==> src/hdl/t2wave_pkg.sv <==
package t2wave_pkg;

  // register byte addresses on the bus
  localparam logic [7:0] OFS_WAVE_OUT_CTRL  = 8'hB0;
  localparam logic [7:0] OFS_CLK_MODE_CTRL  = 8'hB1;
  localparam logic [7:0] OFS_CMP_VALUE_A    = 8'hB4;
  localparam logic [7:0] OFS_CMP_VALUE_B    = 8'hB8;
  localparam logic [7:0] OFS_COUNTER        = 8'hBC;
  localparam logic [7:0] OFS_IRQ_STATUS     = 8'hC0;
  localparam logic [7:0] OFS_IRQ_CLEAR      = 8'hC4;
  localparam logic [7:0] OFS_IRQ_ENABLE     = 8'hC8;
  localparam logic [7:0] OFS_PIN_STATUS     = 8'hCC;

  // field positions
  localparam int POS_CHAN_A_ACTION = 6;
  localparam int POS_CHAN_B_ACTION = 4;
  localparam int POS_WAVE_LOW      = 0;
  localparam int POS_WAVE_TOP_BIT  = 3;
  localparam int POS_CLK_RUN       = 0;

  // writable masks; reserved bits are never stored
  localparam logic [7:0] MASK_WAVE_OUT_CTRL = 8'hF3;
  localparam logic [7:0] MASK_CLK_MODE_CTRL = 8'h09;

  // reset values
  localparam logic [7:0] RST_WAVE_OUT_CTRL = 8'h00;
  localparam logic [7:0] RST_CLK_MODE_CTRL = 8'h00;
  localparam logic [7:0] RST_CMP_VALUE     = 8'h00;
  localparam logic [7:0] RST_COUNTER       = 8'h00;
  localparam logic [2:0] RST_IRQ           = 3'h0;

  localparam logic [7:0] CNT_MAX    = 8'hFF;
  localparam logic [7:0] CNT_BOTTOM = 8'h00;

  // interrupt status bits
  localparam int IRQ_OVERFLOW = 0;
  localparam int IRQ_MATCH_A  = 1;
  localparam int IRQ_MATCH_B  = 2;

  typedef enum logic [2:0] {
    WM_NORMAL, WM_PC_FF, WM_CLEAR_ON_MATCH, WM_FAST_FF,
    WM_RSVD4, WM_PC_CMPA, WM_RSVD6, WM_FAST_CMPA
  } t2w_mode_t;

  typedef enum {
    T2W_CLEAN, T2W_NORMAL_UP, T2W_PC_UP, T2W_PC_DOWN
  } t2w_dir_t;

  typedef struct packed {
    logic       psel;
    logic       penable;
    logic       pwrite;
    logic [7:0] paddr;
    logic [31:0] pwdata;
  } t2w_apb_req_t;

  typedef struct packed {
    logic        pready;
    logic        pslverr;
    logic [31:0] prdata;
  } t2w_apb_rsp_t;

endpackage

==> src/hdl/t2wave_top.sv <==
// Our own choice: the APB slave port.
`timescale 1ns/1ps
// Notes on behaviour
// - A nonzero action field lets that channel's compare output take the pin, except PWM code 01, which takes it only on channel A with the top mode bit set.
// - Non-PWM actions are 00 off, 01 toggle, 10 clear, 11 set on match.
// - Fast PWM 10 clears on match and sets at bottom; 11 is the inverse.
// - In PWM, channel A code 01 toggles on match only with the top mode bit set.
// - Phase correct 10 clears on up match, sets on down match; 11 inverse.
// - Fast PWM with compare equal to top and upper bit set acts at bottom only.
// - Phase correct with compare equal to top and upper bit set acts at top.
// - Bits 3:2 of the first control register read zero and are not writable.
// - The mode code joins the two low bits and one bit of the second register.
// - Codes pick normal, phase correct, clear-on-match, fast PWM; 4 and 6 reserved.
// - Compare reload and overflow flag timing follow the mode code.
// - The top mode bit sits at bit 3 of the second control register.
module t2wave_top (
  input  wire logic                    i_clk,
  input  wire logic                    i_rst_n,
  input  wire t2wave_pkg::t2w_apb_req_t i_apb,
  output      t2wave_pkg::t2w_apb_rsp_t o_apb,
  output      logic                    o_compare_out_a,
  output      logic                    o_compare_out_b,
  output      logic                    o_override_a,
  output      logic                    o_override_b,
  output      logic                    o_irq
);

  logic [7:0] wave_ctrl;
  logic [7:0] clk_ctrl;
  logic [7:0] cmp_buf [2];
  logic [7:0] cmp_act [2];
  logic [7:0] counter;
  logic       count_down;
  logic [2:0] irq_status;
  logic [2:0] irq_enable;
  logic [1:0] pin_level;
  logic [1:0] next_pin_level;
  logic [31:0] rdata;
  logic [2:0] irq_event;

  t2wave_pkg::t2w_mode_t mode;
  logic [1:0] action [2];
  logic       is_pwm;
  logic       is_fast;
  logic       is_pc;
  logic       top_from_a;
  logic [7:0] top_value;
  logic       at_top;
  logic       at_bottom;
  logic       running;
  logic       wr_en;
  logic       rd_en;

  assign wr_en = i_apb.psel & i_apb.penable & i_apb.pwrite;
  assign rd_en = i_apb.psel & ~i_apb.penable & ~i_apb.pwrite;

  // three-bit mode code from both control registers
  assign mode = t2wave_pkg::t2w_mode_t'({clk_ctrl[t2wave_pkg::POS_WAVE_TOP_BIT],
    wave_ctrl[t2wave_pkg::POS_WAVE_LOW +: 2]});
  assign action[0] = wave_ctrl[t2wave_pkg::POS_CHAN_A_ACTION +: 2];
  assign action[1] = wave_ctrl[t2wave_pkg::POS_CHAN_B_ACTION +: 2];
  assign running = clk_ctrl[t2wave_pkg::POS_CLK_RUN];

  assign is_fast = (mode == t2wave_pkg::WM_FAST_FF) ||
                   (mode == t2wave_pkg::WM_FAST_CMPA);
  assign is_pc = (mode == t2wave_pkg::WM_PC_FF) ||
                 (mode == t2wave_pkg::WM_PC_CMPA);
  assign is_pwm = is_fast | is_pc;
  assign top_from_a = (mode == t2wave_pkg::WM_CLEAR_ON_MATCH) ||
                      (mode == t2wave_pkg::WM_PC_CMPA) ||
                      (mode == t2wave_pkg::WM_FAST_CMPA);
  assign top_value = top_from_a ? cmp_act[0] : t2wave_pkg::CNT_MAX;
  assign at_top = (counter == top_value);
  assign at_bottom = (counter == t2wave_pkg::CNT_BOTTOM);

  // control registers; reserved bits masked off on write
  always_ff @(posedge i_clk or negedge i_rst_n) begin
    if (!i_rst_n) begin
      wave_ctrl <= t2wave_pkg::RST_WAVE_OUT_CTRL;
      clk_ctrl  <= t2wave_pkg::RST_CLK_MODE_CTRL;
    end else if (wr_en) begin
      if (i_apb.paddr == t2wave_pkg::OFS_WAVE_OUT_CTRL) begin
        wave_ctrl <= i_apb.pwdata[7:0] &
                     t2wave_pkg::MASK_WAVE_OUT_CTRL;
      end else if (i_apb.paddr == t2wave_pkg::OFS_CLK_MODE_CTRL) begin
        clk_ctrl <= i_apb.pwdata[7:0] & t2wave_pkg::MASK_CLK_MODE_CTRL;
      end
    end
  end

  // compare buffers and active values; reload point follows mode
  for (genvar ch = 0; ch < 2; ch++) begin : g_cmp
    logic reload;
    always_comb begin
      if (is_pc) begin
        reload = at_top & running;
      end else if (is_fast) begin
        reload = at_bottom & running;
      end else begin
        reload = 1'b1;
      end
    end
    always_ff @(posedge i_clk or negedge i_rst_n) begin
      if (!i_rst_n) begin
        cmp_buf[ch] <= t2wave_pkg::RST_CMP_VALUE;
      end else if (wr_en && i_apb.paddr == (ch == 0 ?
          t2wave_pkg::OFS_CMP_VALUE_A : t2wave_pkg::OFS_CMP_VALUE_B)) begin
        cmp_buf[ch] <= i_apb.pwdata[7:0];
      end
    end
    always_ff @(posedge i_clk or negedge i_rst_n) begin
      if (!i_rst_n) begin
        cmp_act[ch] <= t2wave_pkg::RST_CMP_VALUE;
      end else if (reload) begin
        cmp_act[ch] <= cmp_buf[ch];
      end
    end
  end

  // counter: up with wrap at top, or up/down in phase correct
  always_ff @(posedge i_clk or negedge i_rst_n) begin
    if (!i_rst_n) begin
      counter    <= t2wave_pkg::RST_COUNTER;
      count_down <= 1'b0;
    end else if (wr_en && i_apb.paddr == t2wave_pkg::OFS_COUNTER) begin
      counter <= i_apb.pwdata[7:0];
    end else if (running) begin
      if (is_pc) begin
        if (!count_down && at_top) begin
          count_down <= 1'b1;
          counter    <= counter - 8'h01;
        end else if (count_down && at_bottom) begin
          count_down <= 1'b0;
          counter    <= counter + 8'h01;
        end else if (count_down) begin
          counter <= counter - 8'h01;
        end else begin
          counter <= counter + 8'h01;
        end
      end else begin
        count_down <= 1'b0;
        counter    <= at_top ? t2wave_pkg::CNT_BOTTOM : counter + 8'h01;
      end
    end
  end

  // output waveform per channel
  for (genvar ch = 0; ch < 2; ch++) begin : g_out
    logic match;
    logic top_case;
    assign match = running && (counter == cmp_act[ch]);
    // compare at top with upper bit set is handled at the edge instead
    assign top_case = (cmp_act[ch] == top_value) & action[ch][1];
    always_comb begin
      next_pin_level[ch] = pin_level[ch];
      if (!is_pwm) begin
        if (match) begin
          case (action[ch])
            2'h1: next_pin_level[ch] = ~pin_level[ch];
            2'h2: next_pin_level[ch] = 1'b0;
            2'h3: next_pin_level[ch] = 1'b1;
            default: next_pin_level[ch] = pin_level[ch];
          endcase
        end
      end else if (action[ch] == 2'h1) begin
        if (ch == 0 && clk_ctrl[t2wave_pkg::POS_WAVE_TOP_BIT] && match) begin
          next_pin_level[ch] = ~pin_level[ch];
        end
        // channel b code 01 reserved: pin stays disconnected
      end else if (action[ch][1] && running) begin
        if (is_fast) begin
          if (at_bottom) begin
            next_pin_level[ch] = ~action[ch][0];
          end else if (match && !top_case) begin
            next_pin_level[ch] = action[ch][0];
          end
        end else begin
          if (top_case && at_top) begin
            next_pin_level[ch] = action[ch][0];
          end else if (match && !top_case) begin
            next_pin_level[ch] = count_down ? ~action[ch][0]
                                            : action[ch][0];
          end
        end
      end
    end
    always_ff @(posedge i_clk or negedge i_rst_n) begin
      if (!i_rst_n) begin
        pin_level[ch] <= 1'b0;
      end else begin
        pin_level[ch] <= next_pin_level[ch];
      end
    end
  end

  // pin override; direction bit lives outside, in the port logic
  always_ff @(posedge i_clk or negedge i_rst_n) begin
    if (!i_rst_n) begin
      o_override_a    <= 1'b0;
      o_override_b    <= 1'b0;
      o_compare_out_a <= 1'b0;
      o_compare_out_b <= 1'b0;
    end else begin
      // pwm code 01 only reaches the pin with the top mode bit set
      o_override_a <= |action[0] &&
                      !(is_pwm && action[0] == 2'h1 &&
                        !clk_ctrl[t2wave_pkg::POS_WAVE_TOP_BIT]);
      // reserved code in pwm modes keeps b off the pin
      o_override_b <= |action[1] &&
                      !(is_pwm && action[1] == 2'h1);
      o_compare_out_a <= next_pin_level[0];
      o_compare_out_b <= next_pin_level[1];
    end
  end

  // overflow event point per mode
  always_comb begin
    irq_event = '0;
    if (running) begin
      case (mode)
        t2wave_pkg::WM_PC_FF,
        t2wave_pkg::WM_PC_CMPA:
          irq_event[t2wave_pkg::IRQ_OVERFLOW] = at_bottom & count_down;
        t2wave_pkg::WM_FAST_CMPA:
          irq_event[t2wave_pkg::IRQ_OVERFLOW] = at_top;
        default:
          irq_event[t2wave_pkg::IRQ_OVERFLOW] =
            (counter == t2wave_pkg::CNT_MAX);
      endcase
      irq_event[t2wave_pkg::IRQ_MATCH_A] = (counter == cmp_act[0]);
      irq_event[t2wave_pkg::IRQ_MATCH_B] = (counter == cmp_act[1]);
    end
  end

  // sticky status: a new event wins over a clear in the same cycle
  always_ff @(posedge i_clk or negedge i_rst_n) begin
    if (!i_rst_n) begin
      irq_status <= t2wave_pkg::RST_IRQ;
      irq_enable <= t2wave_pkg::RST_IRQ;
    end else begin
      if (wr_en && i_apb.paddr == t2wave_pkg::OFS_IRQ_CLEAR) begin
        irq_status <= (irq_status & ~i_apb.pwdata[2:0]) | irq_event;
      end else begin
        irq_status <= irq_status | irq_event;
      end
      if (wr_en && i_apb.paddr == t2wave_pkg::OFS_IRQ_ENABLE) begin
        irq_enable <= i_apb.pwdata[2:0];
      end
    end
  end

  always_ff @(posedge i_clk or negedge i_rst_n) begin
    if (!i_rst_n) begin
      o_irq <= 1'b0;
    end else begin
      o_irq <= |(irq_status & irq_enable);
    end
  end

  // read mux
  always_comb begin
    rdata = '0;
    if (i_apb.paddr == t2wave_pkg::OFS_WAVE_OUT_CTRL) begin
      rdata[7:0] = wave_ctrl;
    end else if (i_apb.paddr == t2wave_pkg::OFS_CLK_MODE_CTRL) begin
      rdata[7:0] = clk_ctrl;
    end else if (i_apb.paddr == t2wave_pkg::OFS_CMP_VALUE_A) begin
      rdata[7:0] = cmp_buf[0];
    end else if (i_apb.paddr == t2wave_pkg::OFS_CMP_VALUE_B) begin
      rdata[7:0] = cmp_buf[1];
    end else if (i_apb.paddr == t2wave_pkg::OFS_COUNTER) begin
      rdata[7:0] = counter;
    end else if (i_apb.paddr == t2wave_pkg::OFS_IRQ_STATUS) begin
      rdata[2:0] = irq_status;
    end else if (i_apb.paddr == t2wave_pkg::OFS_IRQ_ENABLE) begin
      rdata[2:0] = irq_enable;
    end else if (i_apb.paddr == t2wave_pkg::OFS_PIN_STATUS) begin
      rdata[1:0] = pin_level;
    end
  end

  // no wait state: data latched in setup, ready in the first access cycle
  always_ff @(posedge i_clk or negedge i_rst_n) begin
    if (!i_rst_n) begin
      o_apb <= '0;
    end else begin
      o_apb.pready  <= i_apb.psel & ~i_apb.penable;
      o_apb.pslverr <= 1'b0;
      if (rd_en) begin
        o_apb.prdata <= rdata;
      end
    end
  end

endmodule

==> config.mk <==
export PLATFORM = sky130hd
export DESIGN_NAME = t2wave_top
export DESIGN_NICKNAME = d
export VERILOG_FILES = /design/src/hdl/t2wave_pkg.sv /design/src/hdl/t2wave_top.sv
export SDC_FILE = /design/constraint.sdc
export NUM_CORES = 1
export LEC_CHECK = 0
export CORE_UTILIZATION = 35
export CTS_BUF_LIST = sky130_fd_sc_hd__clkbuf_16
export DETAILED_ROUTE_END_ITERATION = 10
export DONT_BUFFER_PORTS = 1
export GPL_TIMING_DRIVEN = 0
export SLEW_MARGIN = 10
export SYNTH_ARGS = -nofsm -noshare
export SYNTH_HDL_FRONTEND = slang
export SYNTH_SLANG_ARGS = --single-unit
==> constraint.sdc <==
create_clock -name i_clk -period 4.7 [get_ports i_clk]
set_clock_uncertainty 0.05 [all_clocks]
set_input_delay 0.235 -clock i_clk [delete_from_list [all_inputs] [get_ports i_clk]]
set_output_delay 0.235 -clock i_clk [all_outputs]
set_load 0.01 [all_outputs]
==> results of run 1 <==
## through the flow
| step | worst slack, ns | utilization (%) | hold slack (ns) | instances | cell area (um2) |
|---|---|---|---|---|---|
| 6_report | 1.20 | 42.4 | 0.00469 | 694 | 5160 |
| 5_1_grt | 1.01 | 42.4 | 0.00183 | 694 | 5160 |
| 4_1_cts | 1.26 | 42.3 | 0.0000201 | 692 | 5140 |
| 3_5_place_dp | 1.27 | 38.8 | -0.109 | 663 | 4720 |
| 3_3_place_gp | 1.37 | 38.8 | -0.109 | 663 | 4720 |
| 2_1_floorplan | 1.96 | - | -0.111 | 495 | 4510 |
## registers in the layout, summed over array words and instances (netlist names)
name             count
cmp_act             16
cmp_buf             16
o_apb                9
counter              8
wave_ctrl            6
irq_enable           3
irq_status           3
clk_ctrl             2
count_down           1
o_compare_out_a      1
o_compare_out_b      1
o_irq                1
o_override_a         1
o_override_b         1
## worst paths after layout
kind / endpoint / start / cells past startpoint
setup / recovery: cmp_act[3] / counter[1] / 10
hold / removal: irq_enable[2] / i_apb[2] / 1
setup reg to reg: cmp_act[3] / counter[1] / 10
hold reg to reg: o_irq / irq_enable[2] / 2
max in group asynchronous: cmp_act[0] / i_rst_n / 2
min in group asynchronous: o_apb[33] / i_rst_n / 2
## synth_stat cells, drive strengths merged, types with 3 or more instances
| cell | count |
|---|---|
| a211oi | 4 |
| a21o | 4 |
| a21oi | 17 |
| a222oi | 5 |
| a22oi | 14 |
| a311oi | 4 |
| a31oi | 10 |
| a32oi | 3 |
| and2 | 9 |
| and3 | 6 |
| buf | 32 |
| clkbuf | 28 |
| dfrtp | 69 |
| inv | 17 |
| mux2 | 43 |
| mux2i | 4 |
| nand2 | 39 |
| nand3 | 9 |
| nand4 | 5 |
| nor2 | 30 |
| nor2b | 7 |
| nor3 | 5 |
| nor4 | 7 |
| nor4b | 7 |
| o211ai | 3 |
| o21ai | 22 |
| o221ai | 4 |
| o311ai | 3 |
| o31ai | 4 |
| or3 | 3 |
| xnor2 | 17 |
| xor2 | 3 |
## power by group
part | switching (mW) | leakage [nW] | internal [mW]
logic | 0.181 | 1.22 | 0.109
clock network | 0.278 | 0.132 | 0.359
registers | 0.0261 | 0.909 | 0.628
total | 0.485 | 2.26 | 1.10
## per-layer routing
layer  GRT usage, %  vias up  part of all wire (%)
li1               -     1782                     -
met1           29.1     1914                    44
met2           33.2      203                    45
met3           5.24       40                   8.2
met4           7.19        0                   3.4
met5              0        -                     0
## final cells by class
type	instances	area [um2]
fillers	1218	7000
clock buffers	9	225
plain buffers	60	337
clock inverters	7	51.3
repair buffers	15	168
inverters	17	63.8
flip-flops and latches	69	1730
well taps	168	210
multi-input cells	349	2380
## cells by family (layout without fill, tap and decap cells)
family          count (synthesis)  count (layout)  share of synthesized area, %
flops                          69              69                          39.1
simple gates                  139             139                          16.5
mux                            47              47                          11.9
other cells                     1              25                        0.0849
compound gates                116             116                          18.8
buf+inv                        77             108                          9.07
xor+xnor                       20              20                          3.97
fa+ha+maj                       2               2                         0.566
## critical path, delay by kind of cell (launching register included)
kind | cells | cell delay (ns)
and+or+nand+nor | 4 | 0.85
buffers and inverters | 3 | 0.95
DFF | 1 | 0.35
muxes | 1 | 0.37
AOI/OAI and AO/OA | 2 | 0.80
==> results.cfg, run 1 <==
[outcome]
status = complete, no violations

[sta]
fin_crit_sh_pct = 74.4
slew_headroom_pct = 16.4
fin_setup_tns_ns = 0
hold_violations = 0
fmax_mhz = 286
rsz0062_at_grt = false
slew_viol_final = 0
layout_min_cycle_time_ns = 3.50
setup_viol = 0
worst_slew_pin_slew_ns = 1.24

[route]
ant_nets = 0
avgViaCountPerCell = 5.68
drc = 0
vias = 3939
routedWlPerCell_um = 19.4
drt_pre_antenna_iters = 5
drt_iter0_markers = 306
wirelength_um = 13400

[min_path]
hp-class = input pin to register

[global_routing]
grt_pass1_wl_um = 21200
grt_usage_pct = 21.4
antenna_found_initial = 0
grt_pass1_vias = 3871
grt_max_degree = 70
gr-total-overflow = 0

[critical_path]
crit_required_ns = 4.86
critical_path.max_stage_delay_ns = 0.50
r2r_setup_slack_ns = 1.20
cp_max_fo = 10
path_cells = clkbuf_1 -> inv_1 -> o221ai_1 -> nor4b_2 -> or3_1 -> nand2_1 -> nand2_1 -> a21oi_2 -> buf_2 -> mux2_2
slowest_stage = or3_1
worst_path_most_repeated_cell = nand2_1
critPathLaunchType = register
worstSetupEndpointType = register
cp.arrival_ns = 3.66
path_class = register to register

[clock_tree]
cts_sinks = 69
path_clk_slew_ns = 0.06
cts_tree = built
clock_latency_ns = 0.33
postCtsSetupRepairBufs = 0
holdBufCountCts = 13
root_buffer = clkbuf_16
cts_inserted_buffers = 9
htree_levels = 3
cts.path.max_buffers = 2
cts_resized = 0

[synth]
ys_warn_count = 0
yosysTopAreaCell = dfrtp_1
synthCells = 471
post_synth_main_area_contributors = dfrtp_1, mux2_2, buf_4
syn_area_per_cell_um2 = 9.38
yosys.area.top_type_share_pct = 39.1
syn_area_um2 = 4420
ys_seq_area_share_pct = 39.1
synth-seq-cells = 69
synth_edf_count = 0
ys_dominant_reg_cell = dfrtp_1
async_reset_ff_share_pct = 100
ys_types = 65

[placement]
dp_hpwl_um = 9490
io_buffer_count = 0
finalWeightedCongestion = 0.940

[power_and_ir_drop]
total_leakage_power_nw = 2.26
power_mw = 1.58
p_per_area_nw_per_um2 = 306
peakVddDrop_v = 0.000200

[cells_and_area]
nets = 568
final_common_cell = dfrtp_1
area_delta_synth_final_pct = 16.9
drive_gt1_share_pct = 18.3
final_cell_mix = dfrtp_1, mux2_2, nand2_1, nor2_1, clkbuf_1
diodes = 0

[floorplan]
ios = 84
die_h_um = 114
rows = 40
die_w_um = 114
core_um2 = 12200
die_area_um2 = 13100
start_util_pct = 36.3

[job]
max_cap_viol_count = 0
Note: power is estimated with default switching activity, not from simulation.
==> run 2, diff against run 1 <==
--- a/config.mk
+++ b/config.mk
@@ -5,6 +5,7 @@
 export SDC_FILE = /design/constraint.sdc
 export NUM_CORES = 1
 export LEC_CHECK = 0
+export ABC_AREA = 1
 export CORE_UTILIZATION = 35
 export CTS_BUF_LIST = sky130_fd_sc_hd__clkbuf_16
 export DETAILED_ROUTE_END_ITERATION = 10
==> constraint.sdc (replaced) <==
create_clock -name i_clk -period 3.5 [get_ports i_clk]
set_clock_uncertainty 0.05 [all_clocks]
set_input_delay 0.175 -clock i_clk [delete_from_list [all_inputs] [get_ports i_clk]]
set_output_delay 0.175 -clock i_clk [all_outputs]
set_load 0.01 [all_outputs]
==> run 2 against run 1 <==
Core utilization decreased by 1.2 points. Maximum frequency rose by 35%. Clock-buffer cell count stayed put. Routed wire length grew 7.4%. Cell count is 27% higher. Sequential share of layout area down 2.0 points. Register-to-register slack lost 0.30 ns. Synthesized cell count increased by 39%. Global-route usage increased by 0.093 points. Final area grew 6.2%. Via count increased by 14%. Clock power increased by 49%.
==> results.cfg, run 2 <==
[outcome]
status = complete, no violations

[critical_path]
worst-path-buf-inv = 3
slowest_stage = dfrtp_1
critPathLaunchType = register
cp.arrival_ns = 2.77
cp_max_fo = 10
worstSetupEndpointType = register
path_class = register to register
path_cells = inv_1 -> ha_1 -> nand3_1 -> nor2_1 -> inv_1 -> nor3_2 -> nand3_1 -> o311ai_4 -> buf_6 -> o21ai_2
r2r_setup_slack_ns = 0.91
critPathTopFamily = simple AND/OR/NAND/NOR gates
critical_path.max_stage_delay_ns = 0.46
crit_required_ns = 3.68

[route]
drt_pre_antenna_iters = 5
vias = 4505
wirelength_um = 14400
drc = 0
ant_nets = 0
drt_iter0_markers = 247
avgViaCountPerCell = 5.12
routedWlPerCell_um = 16.4

[global_routing]
gr-total-overflow = 0
grt_pass1_vias = 4488
grt_usage_pct = 21.5
grt_max_degree = 70
antenna_found_initial = 0
grt_pass1_wl_um = 23200

[synth]
syn_area_um2 = 4780
async_reset_ff_share_pct = 100
syn_area_per_cell_um2 = 7.27
yosys.area.top_type_share_pct = 36.1
ys_types = 45
synth_edf_count = 0
yosysTopAreaCell = dfrtp_1
post-synth-top-count-cell = nand2_1
ys_warn_count = 0
ys_seq_area_share_pct = 36.1
synth-compound-area-share_pct = 15.4
synth_top_family_by_area = simple AND/OR/NAND/NOR gates
ys_dominant_reg_cell = dfrtp_1
synth-seq-cells = 69
muxShareOfSynthArea_pct = 0
synth_commonest_cells = nand2_1, inv_1, dfrtp_1
synth_simple_gate_area_share_pct = 32.1
synthAdderAreaFrac_pct = 0.524
synthCells = 657
post_synth_main_area_contributors = dfrtp_1, nand2_1, o21ai_0
synth_xor_area_share_pct = 2.57

[sta]
hold_violations = 0
slew_headroom_pct = 37.2
rsz0062_at_grt = false
fmax_mhz = 385
slew_viol_final = 0
fin_setup_tns_ns = 0
worst_slew_pin_slew_ns = 0.934
setup_viol = 0
fin_crit_sh_pct = 74.1
layout_min_cycle_time_ns = 2.59
whs_ns = 0.0552

[floorplan]
start_util_pct = 35.9
core_um2 = 13300
die_w_um = 119
die_area_um2 = 14100
die_h_um = 119
ios = 84
rows = 42

[placement]
io_buffer_count = 0
dp_hpwl_um = 10700
finalWeightedCongestion = 0.947

[cells_and_area]
seqCellArea_um2 = 1730
largestRegisters = cmp_act: 16 flops, cmp_buf: 16 flops, o_apb: 9 flops
area_delta_synth_final_pct = 14.7
drive_gt1_share_pct = 15.3
multi_input_area_um2 = 2510
diodes = 0
fill_cells = 1373
nets = 746
final_cell_mix = nand2_1, inv_1, dfrtp_1, o21ai_0, nor2_1
final_common_cell = nand2_1

[power_and_ir_drop]
total_leakage_power_nw = 2.56
p_per_area_nw_per_um2 = 383
peakVddDrop_v = 0.000238
combPwrFrac_pct = 14.6
switching_power_uw = 616
p_seq_share_pct = 40.2
intPower_mw = 1.48
p_clk_share_pct = 45.1
swShare_pct = 29.3

[clock_tree]
postCtsSetupRepairBufs = 0
root_buffer = clkbuf_16
path_clk_slew_ns = 0.06
cts_sinks = 69
clock_latency_ns = 0.35
htree_levels = 3
cts_tree = built
cts.path.max_buffers = 2
cts_inserted_buffers = 9

[min_path]
hp-class = input pin to register

[job]
max_cap_viol_count = 0
## run 2: final timing paths
kind,startpoint,endpoint,cells past startpoint
min,i_apb[40],o_apb[3],3
max reg2reg,counter[1],cmp_act[14],10
min in group asynchronous,i_rst_n,irq_status[0],2
min reg2reg,irq_enable[2],irq_enable[2],2
max in group asynchronous,i_rst_n,cmp_act[4],2
max,counter[1],cmp_act[14],10
## run 2: power groups by stage
stage               registers, mW  clock network [mW]  logic (mW)
finish                      0.845               0.948       0.307
global route                0.848               0.990       0.341
CTS                         0.845               0.958       0.302
detailed placement          0.859                   0       0.273
global placement            0.859                   0       0.269
floorplan                   0.851                   0       0.217
## run 2: kinds of logic after synthesis
kind of cell               Yosys count
and+or+nand+nor                    331
adders and majority gates            2
DFF                                 69
xor gates and xnor gates            14
other                                1
buffers and inverters              124
AOI/OAI and AO/OA                  116
## run 2: through the flow
stage	instances	total power, mW	util (%)	instance area (um2)	setup slack, ns
after global placement	857	1.13	38.3	5090	1.03
after detailed placement	857	1.13	38.3	5090	0.990
after global routing	880	2.18	41.2	5480	0.610
final	880	2.10	41.2	5480	0.906
after floorplan	681	1.07	-	4870	1.48
after CTS	880	2.10	41.2	5480	0.953
## run 2: repair_timing
action,CTS,global route
hold endpoints to repair,73,0
resized for setup,0,0
hold buffers,7,0
## run 2: worst reg2reg max path: cells and delay by family (launching register included)
kind	cells	cell delay [ns]
AND/OR/NAND/NOR	4	0.92
buffers and inverters	3	0.59
flip-flops	1	0.46
adder cells (fa/ha/maj)	1	0.25
AO/OA/AOI/OAI	2	0.22
## run 2: area by class of cell
cell class | instances | area share, %
Inverter | 78 | 5.34
Sequential cell | 69 | 31.5
Buffer | 46 | 6.14
Clock inverter | 7 | 1.46
Clock buffer | 9 | 4.11
Timing Repair Buffer | 7 | 1.60
Tap cell | 176 | 4.02
Multi-Input combinational cell | 488 | 45.8
## run 2: metal layers
layer,part of all wire [%],global-route usage (%),vias to the layer above,wire [um]
met5,0,0,-,0
met2,44,33.2,188,6370
met3,7.2,4.74,40,1040
met4,4.9,12.9,0,703
li1,-,-,2191,-
met1,44,27.4,2086,6310
==> run 3, diff against run 2 <==
==> constraint.sdc (replaced) <==
create_clock -name i_clk -period 2.6 [get_ports i_clk]
set_clock_uncertainty 0.05 [all_clocks]
set_input_delay 0.13 -clock i_clk [delete_from_list [all_inputs] [get_ports i_clk]]
set_output_delay 0.13 -clock i_clk [all_outputs]
set_load 0.01 [all_outputs]
==> run 3 against run 2 <==
Routed wire length is 0.40% lower. Via count up 0.95%. Largest cell class unchanged. Power is 37% higher. Core utilization up 0.43 points. Maximum frequency increased by 7.2%. Die area stayed put. Sequential power increased by 35%. Critical endpoint is now counter[6]. Sequential cell count stayed put. Cell count grew 0.68%. Sequential share of layout area down 0.33 points. Clock power is 35% higher. Final area grew 1.0%.
==> results.cfg, run 3 (same netlist as run 2, synthesis figures left out) <==
[outcome]
status = complete, no violations

[route]
drc = 0
drt_pre_antenna_iters = 5
drt_iter0_markers = 256
avgViaCountPerCell = 5.13
ant_nets = 0
vias = 4548
routedWlPerCell_um = 16.2
wirelength_um = 14400

[clock_tree]
cts.path.max_buffers = 2
cts_sinks = 69
clock_latency_ns = 0.35
path_clk_slew_ns = 0.06
cts_tree = built
htree_levels = 3
cts_inserted_buffers = 9
root_buffer = clkbuf_16

[placement]
io_buffer_count = 0
finalWeightedCongestion = 0.947
dp_hpwl_um = 10700

[global_routing]
gr-total-overflow = 0
grt_pass1_wl_um = 23200
grt_usage_pct = 21.5
antenna_found_initial = 0
grt_pass1_vias = 4488
grt_max_degree = 70

[sta]
hold_violations = 0
slew_viol_final = 0
fin_setup_tns_ns = 0
setup_viol = 0
worst_slew_pin_slew_ns = 0.950
layout_min_cycle_time_ns = 2.42
fmax_mhz = 413
whs_ns = 0.0132
slew_headroom_pct = 36.2
fin_crit_sh_pct = 93.0
rsz0062_at_grt = false

[job]
max_cap_viol_count = 0

[power_and_ir_drop]
p_per_area_nw_per_um2 = 519
peakVddDrop_v = 0.000320
total_leakage_power_nw = 2.59

[floorplan]
rows = 42
die_h_um = 119
start_util_pct = 35.9
ios = 84
die_area_um2 = 14100
core_um2 = 13300
die_w_um = 119

[cells_and_area]
area_delta_synth_final_pct = 15.9
drive_gt1_share_pct = 16.5
fill_cells = 1369
final_common_cell = nand2_1
final_cell_mix = nand2_1, inv_1, dfrtp_1, o21ai_0, nor2_1
diodes = 0
largestRegisters = cmp_act: 16 flops, cmp_buf: 16 flops, o_apb: 9 flops
nets = 752

[min_path]
hp-class = input pin to register
min_to = o_apb[3]
hold_path.startpoint = i_apb[40]
min_path_cells = 3

[critical_path]
cp_max_fo = 8
crit_required_ns = 2.77
path_class = register to register
reg2reg_depth = 12
cp.arrival_ns = 2.59
worstSetupEndpointType = register
crit_start = counter[4]
r2r_setup_slack_ns = 0.18
r2r-start = counter[4]
critPathLaunchType = register
r2r_end = counter[6]
## run 3: cell types whose count changed in the layout (fill, tap and decap cells not counted), sizes merged
cell	change
clkinv	-1
buf	+6
clkinvlp	+1
## run 3: per-layer routing
metal | track usage [%] | vias to the layer above | routed length (um)
li1 | - | 2205 | -
met1 | 27.4 | 2116 | 6290
met2 | 33.2 | 186 | 6390
met3 | 4.74 | 41 | 963
met4 | 12.9 | 0 | 724
met5 | 0 | - | 0
## run 3: worst max-delay path, stage by stage (launching register included)
cell	delay, ns
dfrtp_1	0.32
clkbuf_1	0.44
xor2_1	0.12
nor2_1	0.22
nand3_1	0.11
nand2_1	0.13
nand2_1	0.11
nor2_4	0.14
nand2_2	0.09
o21ai_4	0.13
nand2_4	0.12
o211ai_1	0.21
nand3_1	0.08
## run 3: worst max-delay path by stage
| stage | to | slack [ns] | depth (start not counted) |
|---|---|---|---|
| 6_report | counter[6] | 0.18 | 12 |
| 4_1_cts | cmp_act[2] | 0.05 | 11 |
| 2_1_floorplan | cmp_act[8] | 0.58 | 10 |
| 3_5_place_dp | cmp_act[2] | 0.09 | 11 |
| 3_3_place_gp | cmp_act[2] | 0.13 | 11 |
| 5_1_grt | o_compare_out_b | 0.01 | 16 |
## run 3: power by group
| group | internal, mW | switching [mW] |
|---|---|---|
| logic | 0.179 | 0.277 |
| clock network | 0.756 | 0.524 |
| registers | 1.10 | 0.0392 |
| total | 2.04 | 0.840 |
## run 3: what timing repair did
action                                 in CTS  in global routing
endpoints found under the hold margin      73                  0
setup buffers                               0                  6
setup endpoints to repair                   0                 25
gates resized for setup                     0                  4
hold buffers                                7                  0
## run 3: final cells by class
cell class	count	area, um2	area share [%]
Sequential cell	69	1730	31.2
Buffer	46	337	6.08
Clock inverter	7	80.1	1.45
Clock buffer	9	225	4.07
Inverter	78	297	5.35
Multi-Input combinational cell	488	2520	45.5
Timing Repair Buffer	13	133	2.39
Tap cell	176	220	3.98
## run 3: per-stage QoR
step | power (mW) | worst slack [ns] | cell area, um2 | util (%) | cells
6_report | 2.88 | 0.181 | 5540 | 41.7 | 886
3_3_place_gp | 1.52 | 0.135 | 5090 | 38.3 | 857
5_1_grt | 2.98 | 0.0104 | 5540 | 41.7 | 886
4_1_cts | 2.83 | 0.0529 | 5480 | 41.2 | 880
2_1_floorplan | 1.44 | 0.580 | 4870 | - | 681
3_5_place_dp | 1.52 | 0.0896 | 5090 | 38.3 | 857
